$ cat src/rtl/cid_pkg.sv
package cid_pkg;

  // ****************************************************************
  // Timing
  // ****************************************************************
  localparam int unsigned CLK_HZ          = 40_000_000;
  localparam int unsigned BAUD            = 1200;
  localparam int unsigned BIT_CYCLES      = CLK_HZ / BAUD;
  localparam int unsigned HALF_BIT_CYCLES = BIT_CYCLES / 2;
  localparam int unsigned CNT_W           = 16;

  // ****************************************************************
  // Preamble figures
  // ****************************************************************
  localparam int unsigned SEIZE_BITS = 300;
  localparam int unsigned MARK_BITS  = 180;
  localparam int unsigned MARK_MIN   = 10;

  // ****************************************************************
  // Ring analysis
  // ****************************************************************
  localparam int unsigned RING_WIN_CYCLES = 40_000;
  localparam int unsigned RING_HI_MIN     = 8_000;
  localparam int unsigned RING_HI_MAX     = 32_000;
  localparam int unsigned RING_WINS       = 3;
  localparam int unsigned RING_IDLE_WINS  = 4;

  // ****************************************************************
  // Data stream
  // ****************************************************************
  localparam int unsigned BYTE_W    = 8;
  localparam int unsigned FIFO_DEPTH = 4;

  // Receive phases
  typedef enum logic [2:0] {
    PH_SEIZE,
    PH_MARK,
    PH_START,
    PH_DATA,
    PH_STOP
  } rx_phase_type;

  // Line demodulator outputs carried together
  typedef struct packed {
    logic bit_val;
    logic strobe;
  } line_bit_type;

endpackage

$ cat src/rtl/byte_fifo.sv
`timescale 1ns/1ps
module byte_fifo #(
  parameter int unsigned WIDTH = 8,
  parameter int unsigned DEPTH = 4
) (
  input  wire logic             clk_in,    // Clock
  input  wire logic             rst_in,    // Sync reset
  input  wire logic [WIDTH-1:0] wr_data_in, // Write word
  input  wire logic             wr_valid_in, // Write request
  output logic                  wr_ready_out, // Space free
  output logic [WIDTH-1:0]      rd_data_out, // Head word
  output logic                  rd_valid_out, // Data present
  input  wire logic             rd_ready_in   // Drain accepts
);
  localparam int unsigned AW = $clog2(DEPTH);

  typedef struct packed {
    logic [AW-1:0] wp;
    logic [AW-1:0] rp;
    logic [AW:0]   cnt;
  } fifo_state_type;

  fifo_state_type   st_r;
  fifo_state_type   st_nxt;
  logic [WIDTH-1:0] mem_r [DEPTH];
  logic             push;
  logic             pop;

  // Handshake
  assign wr_ready_out = (st_r.cnt != (AW+1)'(DEPTH));
  assign rd_valid_out = (st_r.cnt != '0);
  assign rd_data_out  = mem_r[st_r.rp];
  assign push         = wr_valid_in && wr_ready_out;
  assign pop          = rd_valid_out && rd_ready_in;

  // Pointer update
  always_comb
  begin
    st_nxt = st_r;
    if (push)
      st_nxt.wp = (st_r.wp == AW'(DEPTH - 1)) ? '0 : st_r.wp + 1'b1;
    if (pop)
      st_nxt.rp = (st_r.rp == AW'(DEPTH - 1)) ? '0 : st_r.rp + 1'b1;
    st_nxt.cnt = st_r.cnt + (AW+1)'(push) - (AW+1)'(pop);
  end

  // Registers
  always_ff @(posedge clk_in)
  begin
    if (rst_in)
      st_r <= '0;
    else
      st_r <= st_nxt;
    if (push)
      mem_r[st_r.wp] <= wr_data_in;
  end
endmodule

$ cat src/rtl/caller_line_data_acquisition.sv
// Summary of operation
// [RULE1] Ring valid drives ring_valid_n low
// [RULE2] Ring validity from sense B duty cycle
// [RULE3] Sense A plus timing powers ring analysis
// [RULE4] Raw output carries entire demodulated stream
// [RULE5] Validated output omits seizure and mark
// [RULE6] Controller qualifies data after ring timing
// [RULE7] Controller holds power-up high 10 us
// [RULE8] Controller samples validated data into bytes
// [RULE9] Start, eight bits LSB first, stop, 1200 baud
// [RULE10] Preamble: alternating seizure then mark run
// [RULE11] Controller checks two's complement checksum
// [RULE12] Controller synchronises inputs before use
`timescale 1ns/1ps
module caller_line_data_acquisition #(
  parameter int unsigned BIT_CYCLES      = cid_pkg::BIT_CYCLES,      // Clocks per line bit
  parameter int unsigned RING_WIN_CYCLES = cid_pkg::RING_WIN_CYCLES, // Ring window length
  parameter int unsigned RING_HI_MIN     = cid_pkg::RING_HI_MIN,     // Least high count
  parameter int unsigned RING_HI_MAX     = cid_pkg::RING_HI_MAX      // Most high count
) (
  input  wire logic clk_in,          // 40 MHz clock
  input  wire logic rst_in,          // Sync reset, active high
  input  wire logic power_up_n,      // Power-up request, active low
  input  wire logic ring_sense_in_a, // Ring presence comparator
  input  wire logic ring_sense_in_b, // Ring duty cycle comparator
  input  wire logic ring_timing_n,   // Ring timing, low during ring
  input  wire logic line_bit_in,     // Sliced FSK bit from line front end
  output logic      ring_valid_n,    // Valid ring, active low
  output logic      unfiltered_data_out, // Raw demodulated stream
  output logic      validated_data_out,  // Validated stream
  output logic      fifo_full_out    // Byte buffer is full
);

  // ****************************************************************
  // State
  // ****************************************************************
  typedef struct packed {
    logic [1:0]              pu_s;
    logic [1:0]              ra_s;
    logic [1:0]              rb_s;
    logic [1:0]              rt_s;
    logic [1:0]              ln_s;
    logic                    ring_pwr;
    logic [cid_pkg::CNT_W-1:0] win_cnt;
    logic [cid_pkg::CNT_W-1:0] hi_cnt;
    logic [2:0]              good_wins;
    logic [2:0]              idle_wins;
    logic                    ring_ok;
    logic                    raw;
    logic [cid_pkg::CNT_W-1:0] bit_cnt;
    logic                    rx_act;
    cid_pkg::rx_phase_type   phase;
    logic [8:0]              run;
    logic                    last_bit;
    logic [2:0]              bit_idx;
    logic [7:0]              shreg;
    logic [7:0]              tx_byte;
    logic [3:0]              tx_pos;
    logic                    tx_busy;
    logic [cid_pkg::CNT_W-1:0] tx_cnt;
    logic                    cooked;
  } acq_state_type;

  acq_state_type st_r;
  acq_state_type st_nxt;

  logic       push_valid;
  logic       push_ready;
  logic [7:0] head_byte;
  logic       head_valid;
  logic       head_take;
  logic       pwr_on;
  logic       ring_hi;
  logic       line_bit;
  logic       bit_tick;
  logic       tx_tick;

  // ****************************************************************
  // Byte buffer between validation and the validated output
  // ****************************************************************
  byte_fifo #(
    .WIDTH (cid_pkg::BYTE_W),
    .DEPTH (cid_pkg::FIFO_DEPTH)
  ) u_fifo (
    .clk_in       (clk_in),
    .rst_in       (rst_in),
    .wr_data_in   (st_r.shreg),
    .wr_valid_in  (push_valid),
    .wr_ready_out (push_ready),
    .rd_data_out  (head_byte),
    .rd_valid_out (head_valid),
    .rd_ready_in  (head_take)
  );

  // Synchronised views and ticks
  assign pwr_on   = ~st_r.pu_s[1];
  assign ring_hi  = st_r.rb_s[1];
  assign line_bit = st_r.ln_s[1];
  assign bit_tick = st_r.rx_act && (st_r.bit_cnt == cid_pkg::CNT_W'(BIT_CYCLES - 1));
  assign tx_tick  = st_r.tx_cnt == cid_pkg::CNT_W'(BIT_CYCLES - 1);
  assign head_take = head_valid && !st_r.tx_busy;
  assign push_valid = bit_tick && (st_r.phase == cid_pkg::PH_STOP) && line_bit;

  // Outputs from flip-flops, full flag decoded from the buffer count
  assign ring_valid_n        = ~st_r.ring_ok;   // [RULE1]
  assign unfiltered_data_out = st_r.raw;
  assign validated_data_out  = st_r.cooked;
  assign fifo_full_out       = ~push_ready;

  // ****************************************************************
  // Next-state logic
  // ****************************************************************
  always_comb
  begin
    st_nxt = st_r;
    // Two-stage synchronisers for pins
    st_nxt.pu_s = {st_r.pu_s[0], power_up_n};
    st_nxt.ra_s = {st_r.ra_s[0], ring_sense_in_a};
    st_nxt.rb_s = {st_r.rb_s[0], ring_sense_in_b};
    st_nxt.rt_s = {st_r.rt_s[0], ring_timing_n};
    st_nxt.ln_s = {st_r.ln_s[0], line_bit_in};

    // Ring analysis power: sense A with timing low wakes it
    if (!pwr_on)
      st_nxt.ring_pwr = 1'b0;
    else if (st_r.ra_s[1] && !st_r.rt_s[1])
      st_nxt.ring_pwr = 1'b1;   // [RULE3]

    // Duty cycle measurement over fixed windows on sense B only
    if (!st_r.ring_pwr)
    begin
      st_nxt.win_cnt   = '0;
      st_nxt.hi_cnt    = '0;
      st_nxt.good_wins = '0;
      st_nxt.idle_wins = '0;
      st_nxt.ring_ok   = 1'b0;
    end
    else if (st_r.win_cnt == cid_pkg::CNT_W'(RING_WIN_CYCLES - 1))
    begin
      st_nxt.win_cnt = '0;
      st_nxt.hi_cnt  = '0;
      if (st_r.hi_cnt >= cid_pkg::CNT_W'(RING_HI_MIN) &&
          st_r.hi_cnt <= cid_pkg::CNT_W'(RING_HI_MAX))
      begin
        st_nxt.idle_wins = '0;
        if (st_r.good_wins == 3'(cid_pkg::RING_WINS - 1))
          st_nxt.ring_ok = 1'b1;   // [RULE2]
        else
          st_nxt.good_wins = st_r.good_wins + 1'b1;
      end
      else
      begin
        st_nxt.good_wins = '0;
        if (st_r.idle_wins == 3'(cid_pkg::RING_IDLE_WINS - 1))
          st_nxt.ring_ok = 1'b0;
        else
          st_nxt.idle_wins = st_r.idle_wins + 1'b1;
      end
    end
    else
    begin
      st_nxt.win_cnt = st_r.win_cnt + 1'b1;
      if (ring_hi)
        st_nxt.hi_cnt = st_r.hi_cnt + 1'b1;
    end

    // Raw output mirrors every demodulated bit
    st_nxt.raw = line_bit;   // [RULE4]

    // Bit timing: start on the first 1-to-0 edge, sample mid-bit
    if (!pwr_on)
    begin
      st_nxt.rx_act = 1'b0;
      st_nxt.phase  = cid_pkg::PH_SEIZE;
      st_nxt.run    = '0;
    end
    else if (!st_r.rx_act)
    begin
      if (!line_bit)
      begin
        st_nxt.rx_act  = 1'b1;
        st_nxt.bit_cnt = cid_pkg::CNT_W'(BIT_CYCLES / 2);
      end
    end
    else
      st_nxt.bit_cnt = bit_tick ? '0 : st_r.bit_cnt + 1'b1;

    // Preamble tracking and byte framing
    if (bit_tick)
    begin
      st_nxt.last_bit = line_bit;
      case (st_r.phase)
        cid_pkg::PH_SEIZE:
        begin
          // Alternating bits count as seizure, a repeated 1 opens mark
          if (line_bit && st_r.last_bit && st_r.run != '0)
          begin
            st_nxt.phase = cid_pkg::PH_MARK;   // [RULE10]
            st_nxt.run   = 9'd2;
          end
          else if (line_bit == st_r.last_bit && st_r.run != '0)
            st_nxt.run = '0;
          else
            st_nxt.run = st_r.run + 1'b1;
        end
        cid_pkg::PH_MARK:
        begin
          if (line_bit)
            st_nxt.run = st_r.run + 1'b1;
          else if (st_r.run >= 9'(cid_pkg::MARK_MIN))
          begin
            st_nxt.phase   = cid_pkg::PH_DATA;   // [RULE10]
            st_nxt.bit_idx = '0;
          end
          else
          begin
            st_nxt.phase = cid_pkg::PH_SEIZE;
            st_nxt.run   = '0;
          end
        end
        cid_pkg::PH_START:
        begin
          if (!line_bit)
          begin
            st_nxt.phase   = cid_pkg::PH_DATA;
            st_nxt.bit_idx = '0;
          end
        end
        cid_pkg::PH_DATA:
        begin
          st_nxt.shreg = {line_bit, st_r.shreg[7:1]};   // [RULE9]
          st_nxt.bit_idx = st_r.bit_idx + 1'b1;
          if (st_r.bit_idx == 3'd7)
            st_nxt.phase = cid_pkg::PH_STOP;
        end
        cid_pkg::PH_STOP:
        begin
          // Only stop-framed bytes enter the buffer
          st_nxt.phase = cid_pkg::PH_START;   // [RULE5]
        end
        default:
          st_nxt.phase = cid_pkg::PH_SEIZE;
      endcase
    end

    // Validated output re-sends buffered bytes with framing
    if (!st_r.tx_busy)
    begin
      st_nxt.tx_cnt = '0;
      st_nxt.cooked = 1'b1;
      if (head_take)
      begin
        st_nxt.tx_busy = 1'b1;
        st_nxt.tx_byte = head_byte;
        st_nxt.tx_pos  = '0;
        st_nxt.cooked  = 1'b0;   // [RULE9]
      end
    end
    else if (tx_tick)
    begin
      st_nxt.tx_cnt = '0;
      st_nxt.tx_pos = st_r.tx_pos + 1'b1;
      if (st_r.tx_pos < 4'd8)
        st_nxt.cooked = st_r.tx_byte[st_r.tx_pos[2:0]];   // [RULE5]
      else if (st_r.tx_pos == 4'd8)
        st_nxt.cooked = 1'b1;
      else
        st_nxt.tx_busy = 1'b0;
    end
    else
      st_nxt.tx_cnt = st_r.tx_cnt + 1'b1;
  end

  // ****************************************************************
  // Registers
  // ****************************************************************
  always_ff @(posedge clk_in)
  begin
    if (rst_in)
    begin
      st_r        <= '0;
      st_r.pu_s   <= 2'b11;
      st_r.ln_s   <= 2'b11;
      st_r.raw    <= 1'b1;
      st_r.cooked <= 1'b1;
      st_r.last_bit <= 1'b1;
      st_r.phase  <= cid_pkg::PH_SEIZE;
    end
    else
      st_r <= st_nxt;
  end
endmodule

$ cat config.mk
export PLATFORM = sky130hd
export DESIGN_NAME = caller_line_data_acquisition
export DESIGN_NICKNAME = d
export VERILOG_FILES = /design/src/rtl/cid_pkg.sv /design/src/rtl/byte_fifo.sv /design/src/rtl/caller_line_data_acquisition.sv
export SDC_FILE = /design/constraint.sdc
export NUM_CORES = 1
export LEC_CHECK = 0
export ABC_AREA = 1
export BUFFER_PORTS_ARGS = -buffer_cell sky130_fd_sc_hd__buf_4
export CAP_MARGIN = 10
export CORE_UTILIZATION = 55
export CTS_CLUSTER_DIAMETER = 50
export DETAILED_ROUTE_END_ITERATION = 6
export PLACE_DENSITY = 0.82
export SLEW_MARGIN = 10
export SYNTH_ARGS = -nofsm -noshare
export SYNTH_HDL_FRONTEND = slang
export SYNTH_SLANG_ARGS = --single-unit
$ cat constraint.sdc
create_clock -name clk_in -period 5.5 [get_ports clk_in]
set_input_delay 1.1 -clock clk_in [delete_from_list [all_inputs] [get_ports clk_in]]
set_output_delay 1.1 -clock clk_in [all_outputs]
set_load 0.05 [all_outputs]
[After elaboration in Yosys (flattened, before gate mapping)]
Memory sizes are Yosys's and may differ from the RTL's. A register that Yosys moved wholly into a read port is not among the register bits.
Index checks and enable logic that the tools add are counted.
Storage, ports and cells
  bits in writable memories: 32
  logic and storage cells: 149
  bits in registers: 121
  memories: 1
Operators by class
  multiplexer cells: 43
  bitwise operators: 5
  equality and inequality tests: 24
  reduce and logical (&&, ||, !) cells: 32
  add/subtract/negate cells: 13
  order comparisons: 5
Memories
  u_fifo.mem_r: words 4, bits a word 8, rd ports 1, clocked after memory_dff 1, wr ports 1, line byte_fifo.sv:25  | logic [WIDTH-1:0] mem_r [DEPTH];
Operators with widths (number)
  $add A16 B1 Y16 const B: 4
  $eq A16 B16 Y1 const B: 3
  $mux W16: 3
  $mux W9: 4
  $mux W3: 9
  $mux W24: 1
  $mux W22: 1
  $pmux W9 S2: 1
  $mux W17: 1
  $ge A16 B13 Y1 const B: 1
  $le A16 B15 Y1 const B: 1
  $pmux W3 S5: 1
  $reduce_and A2 Y1: 7
  $eq A3 B2 Y1 const B: 4
  $mux W1: 12
  $mux W12: 1
  $ne A2 B2 Y1 const B: 6
  $logic_and A1 B1 Y1: 11
  $mux W5: 2
  $add A3 B1 Y3 const B: 3
  $add A9 B1 Y9 const B: 1
  $ge A9 B4 Y1 const B: 1
  $pmux W3 S3: 1
  $reduce_bool A9 Y1: 1
  other kinds (27): 42

[Depth between registers and ports, before layout]
  word-level depth: 7
  depth in mapped cells: 13
  depth with buffers taken out: 13

[Modules after synthesis]
Synthesis repeated with hierarchy kept, for this count alone.
Unflattened totals
  cell total of the unflattened synthesis: 1031
  area, all modules: 7891.3 um^2
Modules (own cells, without submodules)
  caller_line_data_acquisition: sequential area each 2442.3 um^2, cells each 892, area each 6189.7 um^2, times used 1
  byte_fifo: sequential area each 1141.1 um^2, cells each 139, area each 1701.6 um^2, times used 1

[Worst setup path after synthesis]
OpenSTA, ideal clock, no wires.
  kind: reg-to-reg
  start point: reg u_fifo.st_r[1] (netlist bit)
  end point: reg u_fifo.st_r[1] (netlist bit)
  stages on the path, launching flop included: 11
  path buffers: 0
  library setup time: 67 ps
  data arrival time: 2249 ps
  setup slack: 3185 ps
  required time: 5433 ps
  path through: dfxtp_1 inv_1 nand2_1 nor2_1 nor2_1 nand3_4 inv_1 ha_1 inv_1 fa_1 nor2_1
On the way
  cells in the longest elaborated chain, start to end: 4
RTL lines
  start: declaration: line byte_fifo.sv:23  | fifo_state_type st_r;
  start signal: assignment: line byte_fifo.sv:53  | st_r <= st_nxt;
  $ne A3 B3 Y1: line byte_fifo.sv:30  | assign wr_ready_out = (st_r.cnt != (AW+1)'(DEPTH));
  $logic_and A1 B1 Y1: line byte_fifo.sv:33  | assign push = wr_valid_in && wr_ready_out;
  net u_fifo.push: line byte_fifo.sv:26  | logic push;
  $add A3 B1 Y3: line byte_fifo.sv:44  | st_nxt.cnt = st_r.cnt + (AW+1)'(push) - (AW+1)'(pop);
  $sub A3 B1 Y3: line byte_fifo.sv:44
The timed path passes the listed nets, and every way through them passes these cells.
A chain may end at the register's enable or synchronous reset.

[Worst setup path after layout]
  start point: in rst_in
  end point: reg st_r[8] (netlist bit)
On the way
  cells in the longest elaborated chain, start to end: 1
RTL lines
  start: declaration: line caller_line_data_acquisition.sv:22  | input wire logic rst_in,
  $reduce_or A3 Y1 (no source line)
  end signal: assignment: line caller_line_data_acquisition.sv:290  | st_r <= st_nxt;
  end: declaration: line caller_line_data_acquisition.sv:64  | acq_state_type st_r;
No other way between the ends.

==> results.sh <==
export IMPL_status="completed"
export IMPL_cts_tree="yes"
export IMPL_cts_buffer_depth=2
export IMPL_post_cts_buffers=0
export IMPL_dr_pass1_iters=5
export IMPL_synthArstFlopShare=0
export IMPL_powerDensity_nw_per_um2=319
export IMPL_wl_um=14900
export IMPL_leakagePower_nw=3.29
export IMPL_antenna_found_initial=0
export IMPL_synth_compound_area_share=0.125
export IMPL_gp_congestion=0.874
export IMPL_clk_insertion_delay_late_ns=0.43
export IMPL_root_buffer="clkbuf_16"
export IMPL_dr_first_iter_drc_count=567
export IMPL_grt_first_pass_wirelength_um=25500
export IMPL_final_setup_viol_count=0
export IMPL_drc=0
export IMPL_critical_path_arrival_ns=3.23
export IMPL_fin_crit_sh=0.524
export IMPL_sw_frac_of_total=0.265
export IMPL_yosys_cell_count_top_type="nand2_1"
export IMPL_num_rows=43
export IMPL_synth_avg_cell_area_um2=7.67
export IMPL_worst_clock_skew_ns=0.0126
export IMPL_fillCellCount=1196
export IMPL_vias=6381
export IMPL_grt_overflow_total=0
export IMPL_switchingPower_uw=730
export IMPL_fmax_mhz=347
export IMPL_synth_top_family_by_area="simple AND/OR/NAND/NOR gates"
export IMPL_synth_edf_count=32
export IMPL_combPwrFrac=0.109
export IMPL_hold_buffers=0
export IMPL_core_area_um2=13900
export IMPL_vdd_drop_max_mv=0.267
export IMPL_worst_pin_slew_ns=0.880
export IMPL_drv_slew=0
export IMPL_place_area_um2=8070
export IMPL_synth_area_leaders="dfxtp_1 33%, edfxtp_1 12%, nand2_1 7.4%"
export IMPL_power_share_clock=0.411
export IMPL_die_x_um=122
export IMPL_fin_util=0.620
export IMPL_final_area_um2=8640
export IMPL_crit_type="primary input to flop"
export IMPL_htreeDepth=4
export IMPL_antenna_left=0
export IMPL_drive_gt1_frac=0.0829
export IMPL_cts_resized=0
export IMPL_wl_per_cell_um=12.1
export IMPL_initial_core_util=0.567
export IMPL_viasPerCell=5.19
export IMPL_synthMuxAreaShare=0
export IMPL_grt_max_degree=40
export IMPL_nNetsFinal=1070
export IMPL_min_period_ns=2.88
export IMPL_min_path_type="flop to flop"
export IMPL_required_ns=5.85
export IMPL_yosys_area_share_adder=0.0437
export IMPL_synth_fp_nets=1064
export IMPL_ys_flop_type="dfxtp_1"
export IMPL_rsz0062_at_grt="false"
export IMPL_maxCapViolCount=0
export IMPL_endpoint_kind="flop"
export IMPL_path_clk_slew_ns=0.06
export IMPL_synth_cells=1030
export IMPL_cts_sink_count=161
export IMPL_final_setup_tns_ns=0
export IMPL_cts_buffers=17
export IMPL_die_h_um=122
export IMPL_hold_viol=0
export IMPL_p_int_mw=2.03
export IMPL_synth_area_um2=7900
export IMPL_hpwl_um=10100
export IMPL_yosysSeqAreaShare=0.449
export IMPL_area_growth_pct=9.38
export IMPL_path_max_fanout=39
export IMPL_yosys_area_share_simple=0.274
export IMPL_synth_xor_area_frac=0.0166
export IMPL_synth_top_cell_by_area="dfxtp_1"
export IMPL_ys_types=55
export IMPL_dieArea_um2=14800
export IMPL_port_buffers=10
export IMPL_yosys_warnings=0
export IMPL_cp_start_kind="primary input"
export IMPL_grt_pass1_vias=5791
export IMPL_regArea_um2=3540
export IMPL_grt_usage=0.215
export IMPL_multiInputGateArea_um2=3620
export IMPL_ioPinCount=11
export IMPL_synth_common_cells="155 x nand2_1, 154 x inv_1, 152 x nor2_1"
export IMPL_diodes=0
export IMPL_synth_top_cell_area_share=0.327
export IMPL_slew_headroom=0.413
export IMPL_ys_ff_latch=161
export IMPL_share_seq_of_total_power=0.480
critical path, cell delays in order:
cell and delay, ns:
buf_4 0.26, inv_1 0.71, nand3_1 0.65, o21bai_1 0.35
a21oi_1 0.14
sequential cells by signal (all words and copies together) (netlist names):
| name | cells |
|---|---|
| st_nxt | 5 |
| unfiltered_data_out | 1 |
| line_bit | 1 |
| u_fifo.st_r | 7 |
| st_r | 113 |
| validated_data_out | 1 |
| ring_hi | 1 |
| u_fifo.mem_r | 32 |
area by class of cell:
type                       instances  area share
multi-input combinational        686       0.419
sequential                       161       0.410
clock buffer                      18      0.0497
inverter                         160      0.0700
timing repair buffer              10     0.00869
clock inverter                    14      0.0159
tap                              180      0.0261
logic make-up (layout without fill, tap and decap cells):
family | after synthesis | count (layout)
compound gates | 173 | 173
xor+xnor | 15 | 15
fa+ha+maj | 27 | 27
buf+inv | 183 | 202
flops | 161 | 161
simple gates | 471 | 471
stage by stage:
| stage | instances | setup WS, ns | hold slack [ns] | power, mW |
|---|---|---|---|---|
| 3_3_place_gp | 1197 | 2.28 | 0.391 | 1.64 |
| 2_1_floorplan | 1030 | 3.18 | 0.388 | 1.57 |
| 6_report | 1229 | 2.62 | 0.403 | 2.76 |
| 5_1_grt | 1229 | 2.41 | 0.421 | 2.87 |
| 3_5_place_dp | 1197 | 2.18 | 0.393 | 1.64 |
| 4_1_cts | 1229 | 2.62 | 0.405 | 2.77 |
worst paths after layout:
check,from,slack (ns),depth (start not counted),endpoint
worst min register to register,st_nxt[119],0.40,2,st_r[119]
worst max register to register,st_r[55],3.01,13,u_fifo.st_r[2]
worst max-delay path,rst_in,2.62,5,st_r[8]
worst min-delay path,st_nxt[119],0.40,2,st_r[119]
cells in the final DEF (no fill, tap or decap), drive strengths merged, types with 10 or more instances in the layout:
master  instances
xor2           12
nand2         165
inv           161
a21oi          68
o21ai          73
ha             26
nor2          158
a31oi          11
clkinv         11
nor3           26
buf            10
a211oi         11
nand3          79
nand4          19
edfxtp         32
clkbuf         18
dfxtp         129
metal layers:
| layer | up-vias | global-route usage | share of wire |
|---|---|---|---|
| met1 | 2876 | 0.277 | 0.47 |
| met2 | 113 | 0.352 | 0.47 |
| met4 | 0 | 0.0864 | 0.015 |
| li1 | 3371 | - | - |
| met3 | 21 | 0.0454 | 0.038 |
| met5 | - | 0 | 0 |
power groups by stage:
stage	combinational, mW	clock (mW)	sequential [mW]
final	0.300	1.13	1.32
after global routing	0.347	1.20	1.33
after CTS	0.303	1.15	1.32
after detailed placement	0.299	0	1.34
after global placement	0.293	0	1.34
after floorplan	0.253	0	1.32
Power figures use the tool's default switching activity.
